<file path="src/pkg/ssm_defs.vh">
// Register offsets, field positions, reset values and codes of the secure state monitor
`ifndef SSM_DEFS_VH
`define SSM_DEFS_VH
// Register byte offsets
`define SSM_OFF_CTRL 12'h000
`define SSM_OFF_CMD 12'h004
`define SSM_OFF_STATE 12'h008
`define SSM_OFF_HPSTAT 12'h00C
`define SSM_OFF_VIOL 12'h010
`define SSM_OFF_RTCCFG 12'h014
`define SSM_OFF_RTC 12'h018
`define SSM_OFF_LPCTRL 12'h01C
`define SSM_OFF_LPSTAT 12'h020
`define SSM_OFF_SRTC_HI 12'h024
`define SSM_OFF_SRTC_LO 12'h028
`define SSM_OFF_ALARM 12'h02C
`define SSM_OFF_TAMPCFG 12'h030
`define SSM_OFF_TAMPSTAT 12'h034
`define SSM_OFF_KEY 12'h038
// Command register bits (write one to trigger)
`define SSM_CMD_TRANS 0
`define SSM_CMD_SV 1
`define SSM_CMD_FSV 2
`define SSM_CMD_LPRST 3
`define SSM_CMD_LPSV 4
// Control register bits
`define SSM_CTRL_MKS_EN 0
`define SSM_CTRL_RTC_EN 1
`define SSM_CTRL_SECBOOT 2
// High-power status bits
`define SSM_HP_PI 0
`define SSM_HP_ALARM 1
`define SSM_HP_ZMK_ZERO 2
`define SSM_HP_FMK_ZERO 3
// Violation status bits (0..5 are input violations)
`define SSM_SV_ZMK_ECC 6
`define SSM_SV_LP 7
`define SSM_SV_SW 8
`define SSM_SV_FSW 9
`define SSM_SV_LPSW 10
// Calibration / periodic config fields
`define SSM_CFG_CALEN 0
`define SSM_CFG_CAL_LSB 1
`define SSM_CFG_CAL_MSB 5
`define SSM_CFG_PIEN 6
`define SSM_CFG_PIF_LSB 8
`define SSM_CFG_PIF_MSB 11
// Low-power control bits
`define SSM_LP_SRTC_EN 0
`define SSM_LP_ALARM_EN 1
`define SSM_LP_ECC_EN 2
`define SSM_LP_MKMODE_LSB 4
`define SSM_LP_MKMODE_MSB 5
// Reset values
`define SSM_RST_CTRL 3'h0
`define SSM_RST_RTCCFG 12'h000
`define SSM_RST_LPCTRL 6'h00
`define SSM_RST_TAMPCFG 8'h00
// Security states
`define SSM_ST_INIT 3'h0
`define SSM_ST_HARD_FAIL 3'h1
`define SSM_ST_SOFT_FAIL 3'h2
`define SSM_ST_INIT_INTER 3'h3
`define SSM_ST_CHECK 3'h4
`define SSM_ST_NON_SECURE 3'h5
`define SSM_ST_TRUSTED 3'h6
`define SSM_ST_SECURE 3'h7
// Master key modes
`define SSM_MK_FUSED 2'h0
`define SSM_MK_ZERO 2'h1
`define SSM_MK_COMBINED 2'h2
`endif

</file>
<file path="src/verilog/ssm_rtc_cnt.v">
// Calibrated real-time counter with periodic tick output
`timescale 1ns/1ps
`default_nettype none
module ssm_rtc_cnt #(
  parameter WIDTH = 32 // Counter width
) (
  input wire core_clk, // Clock
  input wire rstn, // Async reset, active low
  input wire run, // Counter runs
  input wire cal_en, // Calibration enable
  input wire [4:0] cal_val, // Signed correction
  input wire [3:0] pi_sel, // Periodic tap select
  output reg [WIDTH-1:0] count_q, // Counter value
  output wire pi_tick // One-cycle periodic pulse
);
  // ==========================================
  // Counter with signed per-step correction
  // ==========================================
  wire [WIDTH-1:0] step;
  reg [WIDTH-1:0] prev_q;
  // Correction sign-extended; a plain step of 32 keeps -16 from stopping it
  assign step = cal_en ? ({{(WIDTH-6){1'b0}}, 6'h20} + {{(WIDTH-5){cal_val[4]}}, cal_val})
                       : {{(WIDTH-6){1'b0}}, 6'h20};
  always @(posedge core_clk or negedge rstn)
  begin
    if (!rstn)
    begin
      count_q <= {WIDTH{1'b0}};
      prev_q <= {WIDTH{1'b0}};
    end
    else
    begin
      prev_q <= count_q;
      if (run)
        count_q <= count_q + step;
    end
  end
  // Tick when the selected bit rises; bit 5+sel, so only bit 5 with a calibrated step above 32 can skip a tap
  assign pi_tick = count_q[pi_sel + 5'h05] & ~prev_q[pi_sel + 5'h05];
endmodule
`default_nettype wire

</file>
<file path="src/verilog/ssm_tamper.v">
// Passive tamper pin synchroniser, polarity and glitch filter
`timescale 1ns/1ps
`default_nettype none
module ssm_tamper #(
  parameter PINS = 2, // Number of tamper pins
  parameter FW = 3 // Filter counter width
) (
  input wire core_clk, // Clock
  input wire rstn, // Async reset, active low
  input wire [PINS-1:0] pin, // Raw tamper pins
  input wire [PINS-1:0] pol, // 1: active high
  input wire [PINS-1:0] flt_en, // Filter enable
  input wire [FW-1:0] flt_len, // Filter length in cycles
  output wire [PINS-1:0] hit // Per-pin detection level
);
  // ==========================================
  // Two-flop synchroniser then filter
  // ==========================================
  reg [PINS-1:0] s1_q;
  reg [PINS-1:0] s2_q;
  reg [FW-1:0] cnt_q [0:PINS-1];
  integer i;
  always @(posedge core_clk or negedge rstn)
  begin
    if (!rstn)
    begin
      // Reset to the high idle level so default active-low pins raise no false tamper
      s1_q <= {PINS{1'b1}};
      s2_q <= {PINS{1'b1}};
      for (i = 0; i < PINS; i = i + 1)
        cnt_q[i] <= {FW{1'b0}};
    end
    else
    begin
      s1_q <= pin;
      s2_q <= s1_q;
      // Counts consecutive active samples, saturating
      for (i = 0; i < PINS; i = i + 1)
        if ((s2_q[i] ~^ pol[i]) == 1'b0)
          cnt_q[i] <= {FW{1'b0}};
        else if (cnt_q[i] != {FW{1'b1}})
          cnt_q[i] <= cnt_q[i] + {{(FW-1){1'b0}}, 1'b1};
    end
  end
  genvar g;
  generate
    for (g = 0; g < PINS; g = g + 1)
    begin : g_pin
      // Fires on the sample completing length+1; works at the saturated maximum too
      assign hit[g] = flt_en[g] ? ((s2_q[g] ~^ pol[g]) & (cnt_q[g] >= flt_len)) : (s2_q[g] ~^ pol[g]);
    end
  endgenerate
endmodule
`default_nettype wire

</file>
<file path="src/verilog/ssm_top.v">
// Secure state monitor with calibrated clock, secure clock and tamper inputs
// ==========================================
`include "ssm_defs.vh"
`timescale 1ns/1ps
`default_nettype none
module ssm_top #(
  parameter KW = 32, // Master key width
  parameter PINS = 2, // Tamper pins
  parameter FW = 3 // Filter counter width
) (
  input wire core_clk, // 125 MHz clock
  input wire rstn, // Async reset, active low
  input wire psel, // APB select
  input wire penable, // APB enable
  input wire pwrite, // APB direction
  input wire [11:0] paddr, // APB byte address
  input wire [31:0] pwdata, // APB write data
  output wire [31:0] prdata, // APB read data
  output wire pready, // APB ready
  output wire pslverr, // APB error
  input wire [5:0] sv_in, // Violation inputs 0-5, pins
  input wire fab_cfg, // Fab configuration strap, pin
  input wire [PINS-1:0] tamper_pin, // Passive tamper pins
  input wire [KW-1:0] fused_master_key, // One-time programmed key
  input wire [KW-1:0] zero_key, // Zeroizable key
  input wire zero_key_ecc_err, // ECC check failed, pin
  output reg [KW-1:0] master_key_q, // Selected master key
  output reg hp_irq_q, // Periodic or alarm event pending
  output reg lp_irq_q // Secure alarm pending
);
  // ==========================================
  // Pin synchronisers
  // ==========================================
  reg [7:0] pin_s1_q;
  reg [7:0] pin_s2_q;
  always @(posedge core_clk or negedge rstn)
  begin
    if (!rstn)
    begin
      pin_s1_q <= 8'h00;
      pin_s2_q <= 8'h00;
    end
    else
    begin
      pin_s1_q <= {zero_key_ecc_err, fab_cfg, sv_in};
      pin_s2_q <= pin_s1_q;
    end
  end
  // ==========================================
  // APB decode
  // ==========================================
  wire wr = psel & penable & pwrite;
  wire known;
  assign pready = 1'b1; // Zero wait states
  assign pslverr = psel & penable & ~known;
  function hit_addr;
    input [11:0] a;
    input [11:0] off;
    begin
      hit_addr = (a == off);
    end
  endfunction
  // ==========================================
  // Registers
  // ==========================================
  reg [2:0] ctrl_q;
  reg [2:0] state_q;
  reg [3:0] hp_q;
  reg [10:0] viol_q;
  reg [11:0] rtccfg_q;
  reg [5:0] lpctrl_q;
  reg lp_alarm_q;
  reg [31:0] alarm_q;
  reg [47:0] srtc_q;
  reg [7:0] tampcfg_q;
  reg [PINS-1:0] tamp_q;
  reg [2:0] state_d;
  wire [31:0] rtc_cnt;
  wire pi_tick;
  wire [PINS-1:0] tamp_hit;
  wire cmd_wr = wr & hit_addr(paddr, `SSM_OFF_CMD);
  wire do_trans = cmd_wr & pwdata[`SSM_CMD_TRANS];
  wire do_sv = cmd_wr & pwdata[`SSM_CMD_SV];
  wire do_fsv = cmd_wr & pwdata[`SSM_CMD_FSV];
  wire do_lprst = cmd_wr & pwdata[`SSM_CMD_LPRST];
  wire do_lpsv = cmd_wr & pwdata[`SSM_CMD_LPSV];
  wire secure_boot = ctrl_q[`SSM_CTRL_SECBOOT] | pin_s2_q[6];
  wire srtc_alarm = (srtc_q[47:16] == alarm_q);
  wire zmk_zero = ~|zero_key;
  wire fmk_zero = ~|fused_master_key;
  // Security state machine; fatal beats plain violation beats transition, except in soft fail where transition wins
  always @*
  begin
    state_d = state_q;
    case (state_q)
      `SSM_ST_INIT: state_d = `SSM_ST_INIT_INTER;
      `SSM_ST_INIT_INTER: state_d = `SSM_ST_CHECK;
      `SSM_ST_CHECK:
      begin
        if (do_fsv)
          state_d = `SSM_ST_SOFT_FAIL;
        else if (do_sv)
          state_d = `SSM_ST_NON_SECURE;
        else if (do_trans)
          state_d = secure_boot ? `SSM_ST_TRUSTED : `SSM_ST_NON_SECURE;
      end
      `SSM_ST_NON_SECURE:
      begin
        if (do_fsv)
          state_d = `SSM_ST_SOFT_FAIL;
      end
      `SSM_ST_TRUSTED:
      begin
        if (do_fsv | do_sv)
          state_d = `SSM_ST_SOFT_FAIL;
        else if (do_trans)
          state_d = `SSM_ST_SECURE;
      end
      `SSM_ST_SECURE:
      begin
        if (do_fsv | do_sv)
          state_d = `SSM_ST_SOFT_FAIL;
        else if (do_trans)
          state_d = `SSM_ST_TRUSTED;
      end
      `SSM_ST_SOFT_FAIL:
      begin
        if (do_trans)
          state_d = `SSM_ST_NON_SECURE;
      end
      `SSM_ST_HARD_FAIL: state_d = `SSM_ST_HARD_FAIL;
      default: state_d = `SSM_ST_INIT;
    endcase
  end
  // High-power registers, flags: set wins over write-one-clear
  always @(posedge core_clk or negedge rstn)
  begin
    if (!rstn)
    begin
      ctrl_q <= `SSM_RST_CTRL;
      state_q <= `SSM_ST_INIT;
      hp_q <= 4'h0;
      viol_q <= 11'h000;
      rtccfg_q <= `SSM_RST_RTCCFG;
    end
    else
    begin
      state_q <= state_d;
      if (wr & hit_addr(paddr, `SSM_OFF_CTRL))
        ctrl_q <= pwdata[2:0];
      if (wr & hit_addr(paddr, `SSM_OFF_RTCCFG))
        rtccfg_q <= pwdata[11:0];
      // Periodic and alarm clear on write-one; key-zero bits just track keys
      hp_q[`SSM_HP_PI] <= pi_tick | (hp_q[`SSM_HP_PI]
        & ~(wr & hit_addr(paddr, `SSM_OFF_HPSTAT) & pwdata[`SSM_HP_PI]));
      hp_q[`SSM_HP_ALARM] <= lp_alarm_q | (hp_q[`SSM_HP_ALARM]
        & ~(wr & hit_addr(paddr, `SSM_OFF_HPSTAT) & pwdata[`SSM_HP_ALARM]));
      hp_q[`SSM_HP_ZMK_ZERO] <= zmk_zero;
      hp_q[`SSM_HP_FMK_ZERO] <= fmk_zero;
      // Clearable violation bits: inputs 0-5 and key ECC failure
      viol_q[6:0] <= {pin_s2_q[7] & lpctrl_q[`SSM_LP_ECC_EN], pin_s2_q[5:0]}
        | (viol_q[6:0] & ~({7{wr & hit_addr(paddr, `SSM_OFF_VIOL)}} & pwdata[6:0]));
      // Sticky bits with no clear path
      viol_q[`SSM_SV_LP] <= viol_q[`SSM_SV_LP] | (|tamp_q);
      viol_q[`SSM_SV_SW] <= viol_q[`SSM_SV_SW] | do_sv;
      viol_q[`SSM_SV_FSW] <= viol_q[`SSM_SV_FSW] | do_fsv;
      viol_q[`SSM_SV_LPSW] <= viol_q[`SSM_SV_LPSW] | do_lpsv;
    end
  end
  // Low-power registers; section reset spares counter and alarm time
  always @(posedge core_clk or negedge rstn)
  begin
    if (!rstn)
    begin
      lpctrl_q <= `SSM_RST_LPCTRL;
      lp_alarm_q <= 1'b0;
      tampcfg_q <= `SSM_RST_TAMPCFG;
      tamp_q <= {PINS{1'b0}};
      alarm_q <= 32'h00000000;
      srtc_q <= 48'h000000000000;
    end
    else
    begin
      if (do_lprst)
      begin
        lpctrl_q <= `SSM_RST_LPCTRL;
        lp_alarm_q <= 1'b0;
        tampcfg_q <= `SSM_RST_TAMPCFG;
        tamp_q <= {PINS{1'b0}};
      end
      else
      begin
        if (wr & hit_addr(paddr, `SSM_OFF_LPCTRL))
          lpctrl_q <= pwdata[5:0];
        if (wr & hit_addr(paddr, `SSM_OFF_TAMPCFG))
          tampcfg_q <= pwdata[7:0];
        lp_alarm_q <= (lpctrl_q[`SSM_LP_ALARM_EN] & srtc_alarm) | (lp_alarm_q
          & ~(wr & hit_addr(paddr, `SSM_OFF_LPSTAT) & pwdata[0]));
        tamp_q <= tamp_hit | (tamp_q
          & ~({PINS{wr & hit_addr(paddr, `SSM_OFF_TAMPSTAT)}} & pwdata[PINS-1:0]));
      end
      // Counter writes are allowed only while it is stopped
      if (lpctrl_q[`SSM_LP_SRTC_EN])
        srtc_q <= srtc_q + 48'h000000000001;
      else if (wr & hit_addr(paddr, `SSM_OFF_SRTC_HI))
        srtc_q[47:16] <= pwdata;
      else if (wr & hit_addr(paddr, `SSM_OFF_SRTC_LO))
        srtc_q[15:0] <= pwdata[15:0];
      if (wr & hit_addr(paddr, `SSM_OFF_ALARM))
        alarm_q <= pwdata;
    end
  end
  // Key select; without selection enable only the fused key is used
  always @(posedge core_clk or negedge rstn)
  begin
    if (!rstn)
    begin
      master_key_q <= {KW{1'b0}};
      hp_irq_q <= 1'b0;
      lp_irq_q <= 1'b0;
    end
    else
    begin
      hp_irq_q <= (hp_q[`SSM_HP_PI] & rtccfg_q[`SSM_CFG_PIEN]) | hp_q[`SSM_HP_ALARM];
      lp_irq_q <= lp_alarm_q;
      if (!ctrl_q[`SSM_CTRL_MKS_EN])
        master_key_q <= fused_master_key;
      else
        case (lpctrl_q[`SSM_LP_MKMODE_MSB:`SSM_LP_MKMODE_LSB])
          `SSM_MK_ZERO: master_key_q <= zero_key;
          `SSM_MK_COMBINED: master_key_q <= fused_master_key ^ zero_key;
          default: master_key_q <= fused_master_key;
        endcase
    end
  end
  // ==========================================
  // Submodules
  // ==========================================
  ssm_rtc_cnt #(.WIDTH(32)) u_rtc (
    .core_clk(core_clk),
    .rstn(rstn),
    .run(ctrl_q[`SSM_CTRL_RTC_EN]),
    .cal_en(rtccfg_q[`SSM_CFG_CALEN]),
    .cal_val(rtccfg_q[`SSM_CFG_CAL_MSB:`SSM_CFG_CAL_LSB]),
    .pi_sel(rtccfg_q[`SSM_CFG_PIF_MSB:`SSM_CFG_PIF_LSB]),
    .count_q(rtc_cnt),
    .pi_tick(pi_tick)
  );
  ssm_tamper #(.PINS(PINS), .FW(FW)) u_tamp (
    .core_clk(core_clk),
    .rstn(rstn),
    .pin(tamper_pin),
    .pol(tampcfg_q[PINS-1:0]),
    .flt_en(tampcfg_q[PINS+1:2]),
    .flt_len(tampcfg_q[7:5]),
    .hit(tamp_hit)
  );
  // ==========================================
  // Read mux, registered-source data except the key-zero bits at KEY
  // ==========================================
  reg [31:0] rd;
  reg k;
  always @*
  begin
    rd = 32'h00000000;
    k = 1'b1;
    case (paddr)
      `SSM_OFF_CTRL: rd = {29'h0, ctrl_q};
      `SSM_OFF_CMD: rd = 32'h00000000;
      `SSM_OFF_STATE: rd = {29'h0, state_q};
      `SSM_OFF_HPSTAT: rd = {28'h0, hp_q};
      `SSM_OFF_VIOL: rd = {21'h0, viol_q};
      `SSM_OFF_RTCCFG: rd = {20'h0, rtccfg_q};
      `SSM_OFF_RTC: rd = rtc_cnt;
      `SSM_OFF_LPCTRL: rd = {26'h0, lpctrl_q};
      `SSM_OFF_LPSTAT: rd = {31'h0, lp_alarm_q};
      `SSM_OFF_SRTC_HI: rd = srtc_q[47:16];
      `SSM_OFF_SRTC_LO: rd = {16'h0, srtc_q[15:0]};
      `SSM_OFF_ALARM: rd = alarm_q;
      `SSM_OFF_TAMPCFG: rd = {24'h0, tampcfg_q};
      `SSM_OFF_TAMPSTAT: rd = {{(32-PINS){1'b0}}, tamp_q};
      `SSM_OFF_KEY: rd = {30'h0, fmk_zero, zmk_zero};
      default: k = 1'b0;
    endcase
  end
  assign known = k;
  assign prdata = (psel & ~pwrite) ? rd : 32'h00000000;
endmodule
`default_nettype wire
</file>
<file path="config.mk">
export PLATFORM = sky130hd
export DESIGN_NAME = ssm_top
export DESIGN_NICKNAME = d
export VERILOG_FILES = /design/src/verilog/ssm_rtc_cnt.v /design/src/verilog/ssm_tamper.v /design/src/verilog/ssm_top.v
export VERILOG_INCLUDE_DIRS = /design/src /design/src/pkg
export SDC_FILE = /design/constraint.sdc
export NUM_CORES = 1
export LEC_CHECK = 0
export BUFFER_PORTS_ARGS = -buffer_cell sky130_fd_sc_hd__buf_2
export CORE_ASPECT_RATIO = 0.5
export CORE_UTILIZATION = 40
export DETAILED_ROUTE_END_ITERATION = 12
export PLACE_DENSITY = 0.62
export SKIP_LAST_GASP = 1
export SYNTH_ARGS = -nofsm -noshare
export SYNTH_HDL_FRONTEND = slang
export SYNTH_SLANG_ARGS = --single-unit
</file>
<file path="constraint.sdc">
create_clock -name core_clk -period 2.59 [get_ports core_clk]
set_input_delay 0.3885 -clock core_clk [delete_from_list [all_inputs] [get_ports core_clk]]
set_output_delay 0.3885 -clock core_clk [all_outputs]
set_load 0.005 [all_outputs]
</file>
==> metrics.txt <==
capturing point of the worst reg2reg path u_rtc.count_q[31]; hpwl dp 36.0 mm; Peak supply drop 0.452 mV; Synth cell types 88; WL per Instance 22.2 um; Syn Area/Cell 9.72 um^2; Die Y 134 um; PwrDens 524 mW/mm^2; Final nets 1853; area growth from synthesis to layout 27.0%; Port Buffers 189; Hold Path End alarm_q[20]; final instance area 0.0176 mm^2; Core Area 0.0336 mm^2; Worst Hold Class input port to flop; Critical Path Start paddr[8]; leak pwr 7.92 nW; Final GP Congestion 1.00; # IOs 191; clk_skew 0.0362 ns; Final period util 103%; largest net degree at the start of global routing 78; slew margin rel. 51.4%; filler instances 3091; failing checks negative setup slack; CP max FO 15; vias in the first global route 12900; post-synth top area cell dfrtp_1; post-synth top area share 44.5%; Post-Syn Area 0.0138 mm^2; Slew Limit Fails 0; TritonCTS Buffers 26; status finished with violations; Worst R2R Start rtccfg_q[4]; worst path arrival time 2.28 ns; Most used DFF post-synth dfrtp_1; RSZ-0062 raised after global routing true; CTS Root Buffer Type clkbuf_16; Reg2Reg Depth 8; Clk Latency, worst-skew pair 0.57 ns; syn nets 1567; routed vias 13000; CTS tree built; Tmin final 2.67 ns; ratio of cells with drive above 1 in the final layout 28.9%; synth top area cells dfrtp_1 44%, mux2_2 4.3%, a21oi_1 4.1%, nand2_1 3.0%, inv_1 2.8%; Die X 265 um; YS warnings 0; drt initial violations 1461; Synth Instances 1423; critical path type input port to output port; hold path depth 2; row cnt 47; Final setup viols 16; Critical Path Sink Type output port; Hold Path Origin pwdata[20]; Post-synth EDFFs 0; Setup crit start kind input port; top cells by count, synth 246 x dfrtp_1, 113 x a21oi_1, 111 x nand2_1; #FFs+latches synth 250; Worst Max-Slew Pin Slew 0.727 ns; area of placed instances 0.0163 mm^2; Seq/Total Area, Yosys 45.2%; die area 0.0354 mm^2; Clock Sinks 250; Longest Clk Path Bufs 3; global-route wire length before repair 75.7 mm; Fin. Hold Viols 0; drt first pass iters 6; final wirelength 48.7 mm; max_cap viols 0; most frequent cell after synthesis dfrtp_1; DRC violations left 0; Placed Cells 2122; Worst Setup Slack, final -0.0801 ns; # H-tree levels 1; total power 9.21 mW; multi-input combinational cell area 0.00693 mm^2; Worst R2R Setup Slack 0.14 ns; CP Data Required Time 2.20 ns; Diodes inserted 0; vias per cell 5.94; clock-pin slew on the worst setup and hold paths 0.07 ns; fmax 375 MHz; final antenna-violating net count 0; Register Area 0.00626 mm^2; post-synthesis async set-or-reset flop share 100%; total grt overflow 0; total global-route track usage 27.5%; non-filler instance count after layout 2194; Starting Density 41.2%; initial antenna violation count 0
[area by class of cell]
class	instances	share of cell area (%)
Inverter	106	2.29
Timing Repair Buffer	348	14.1
Multi-Input combinational cell	977	39.4
Clock buffer	34	4.21
Clock inverter	14	1.07
Sequential cell	250	35.6
Tap cell	465	3.31
[sequential cells by signal, indices dropped and copies added, names as in the netlist, 4 cells and up]
register / cells
rtccfg_q: 12
u_rtc.prev_q: 28
pin_s2_q: 8
viol_q: 11
u_rtc.count_q: 32
lpctrl_q: 6
tampcfg_q: 8
alarm_q: 32
hp_q: 4
pin_s1_q: 8
u_tamp.cnt_q: 6
master_key_q: 32
srtc_q: 48
[through the flow]
stage	setup WS (ns)	util [%]	hold WS, ns	TNS, ns
floorplan	0.117	-	0.0929	0
global placement	-0.180	48.5	0.333	-2.05
detailed placement	-0.182	48.5	0.336	-2.79
CTS	-0.0512	52.0	0.0409	-0.268
global route	-0.149	52.3	0.0484	-2.05
finish	-0.0801	52.3	0.0549	-0.505
[cells in the final DEF (no fill, tap or decap), drive strengths merged, types with 9 or more instances in the layout]
master / count
buf: 337
a32oi: 10
a31oi: 16
a22oi: 31
o311ai: 11
o21ai: 29
dfrtp: 246
and3: 10
o32ai: 42
and2: 11
a211oi: 22
clkbuf: 34
nor2: 98
dlygate4sd3: 11
mux2i: 35
nand2: 111
xor2: 25
nand4: 33
a222oi: 11
nor4: 35
o211ai: 9
clkinv: 11
nand3: 39
nor3: 31
a21oi: 113
a311oi: 13
a21o: 17
ha: 20
and4: 11
xnor2: 42
mux2: 57
inv: 104
[logic make-up (layout without fill, tap and decap cells)]
family | after synthesis | in the layout | synth area share [%]
mux | 95 | 95 | 7.66
compound gates | 371 | 371 | 18.9
buf+inv | 196 | 502 | 5.66
simple gates | 422 | 422 | 16.3
other cells | 1 | 1 | 0.0271
xor+xnor | 67 | 67 | 4.24
fa+ha+maj | 21 | 21 | 1.95
flops | 250 | 250 | 45.2
[per-layer routing]
metal  track usage, %  share of wire, %  up-vias
li1                 -                 -     5838
met1             39.4                45     6512
met2             43.0                45      573
met3             4.42               7.4      108
met4             8.12               2.8        0
met5                0                 0        -
[worst max-delay path: stages]
cell	delay [ns]
buf_6	0.09
or4_4	0.55
nor4_4	0.25
and2_4	0.19
nand3b_1	0.14
buf_12	0.20
buf_12	0.15
a21oi_1	0.15
buf_2	0.14
[worst max path at each step]
stage,endpoint,slack (ns)
CTS,prdata[4],-0.05
global placement,prdata[9],-0.18
global route,prdata[16],-0.15
detailed placement,prdata[4],-0.18
floorplan,prdata[3],0.12
finish,prdata[25],-0.08
[power breakdown]
| part | internal [mW] | switching (mW) |
|---|---|---|
| clock network | 2.42 | 1.68 |
| registers | 4.08 | 0.137 |
| logic | 0.374 | 0.525 |
| total | 6.87 | 2.34 |
[timing repair]
action | in CTS | in global routing
endpoints found under the hold margin | 81 | 0
resized for setup | 20 | 14
setup buffers | 6 | 7
hold buffers | 11 | 0
cloned | 1 | 0
setup endpoints to repair | 33 | 41
pin swaps | 12 | 12
Note: power is estimated with default switching activity, not from simulation.
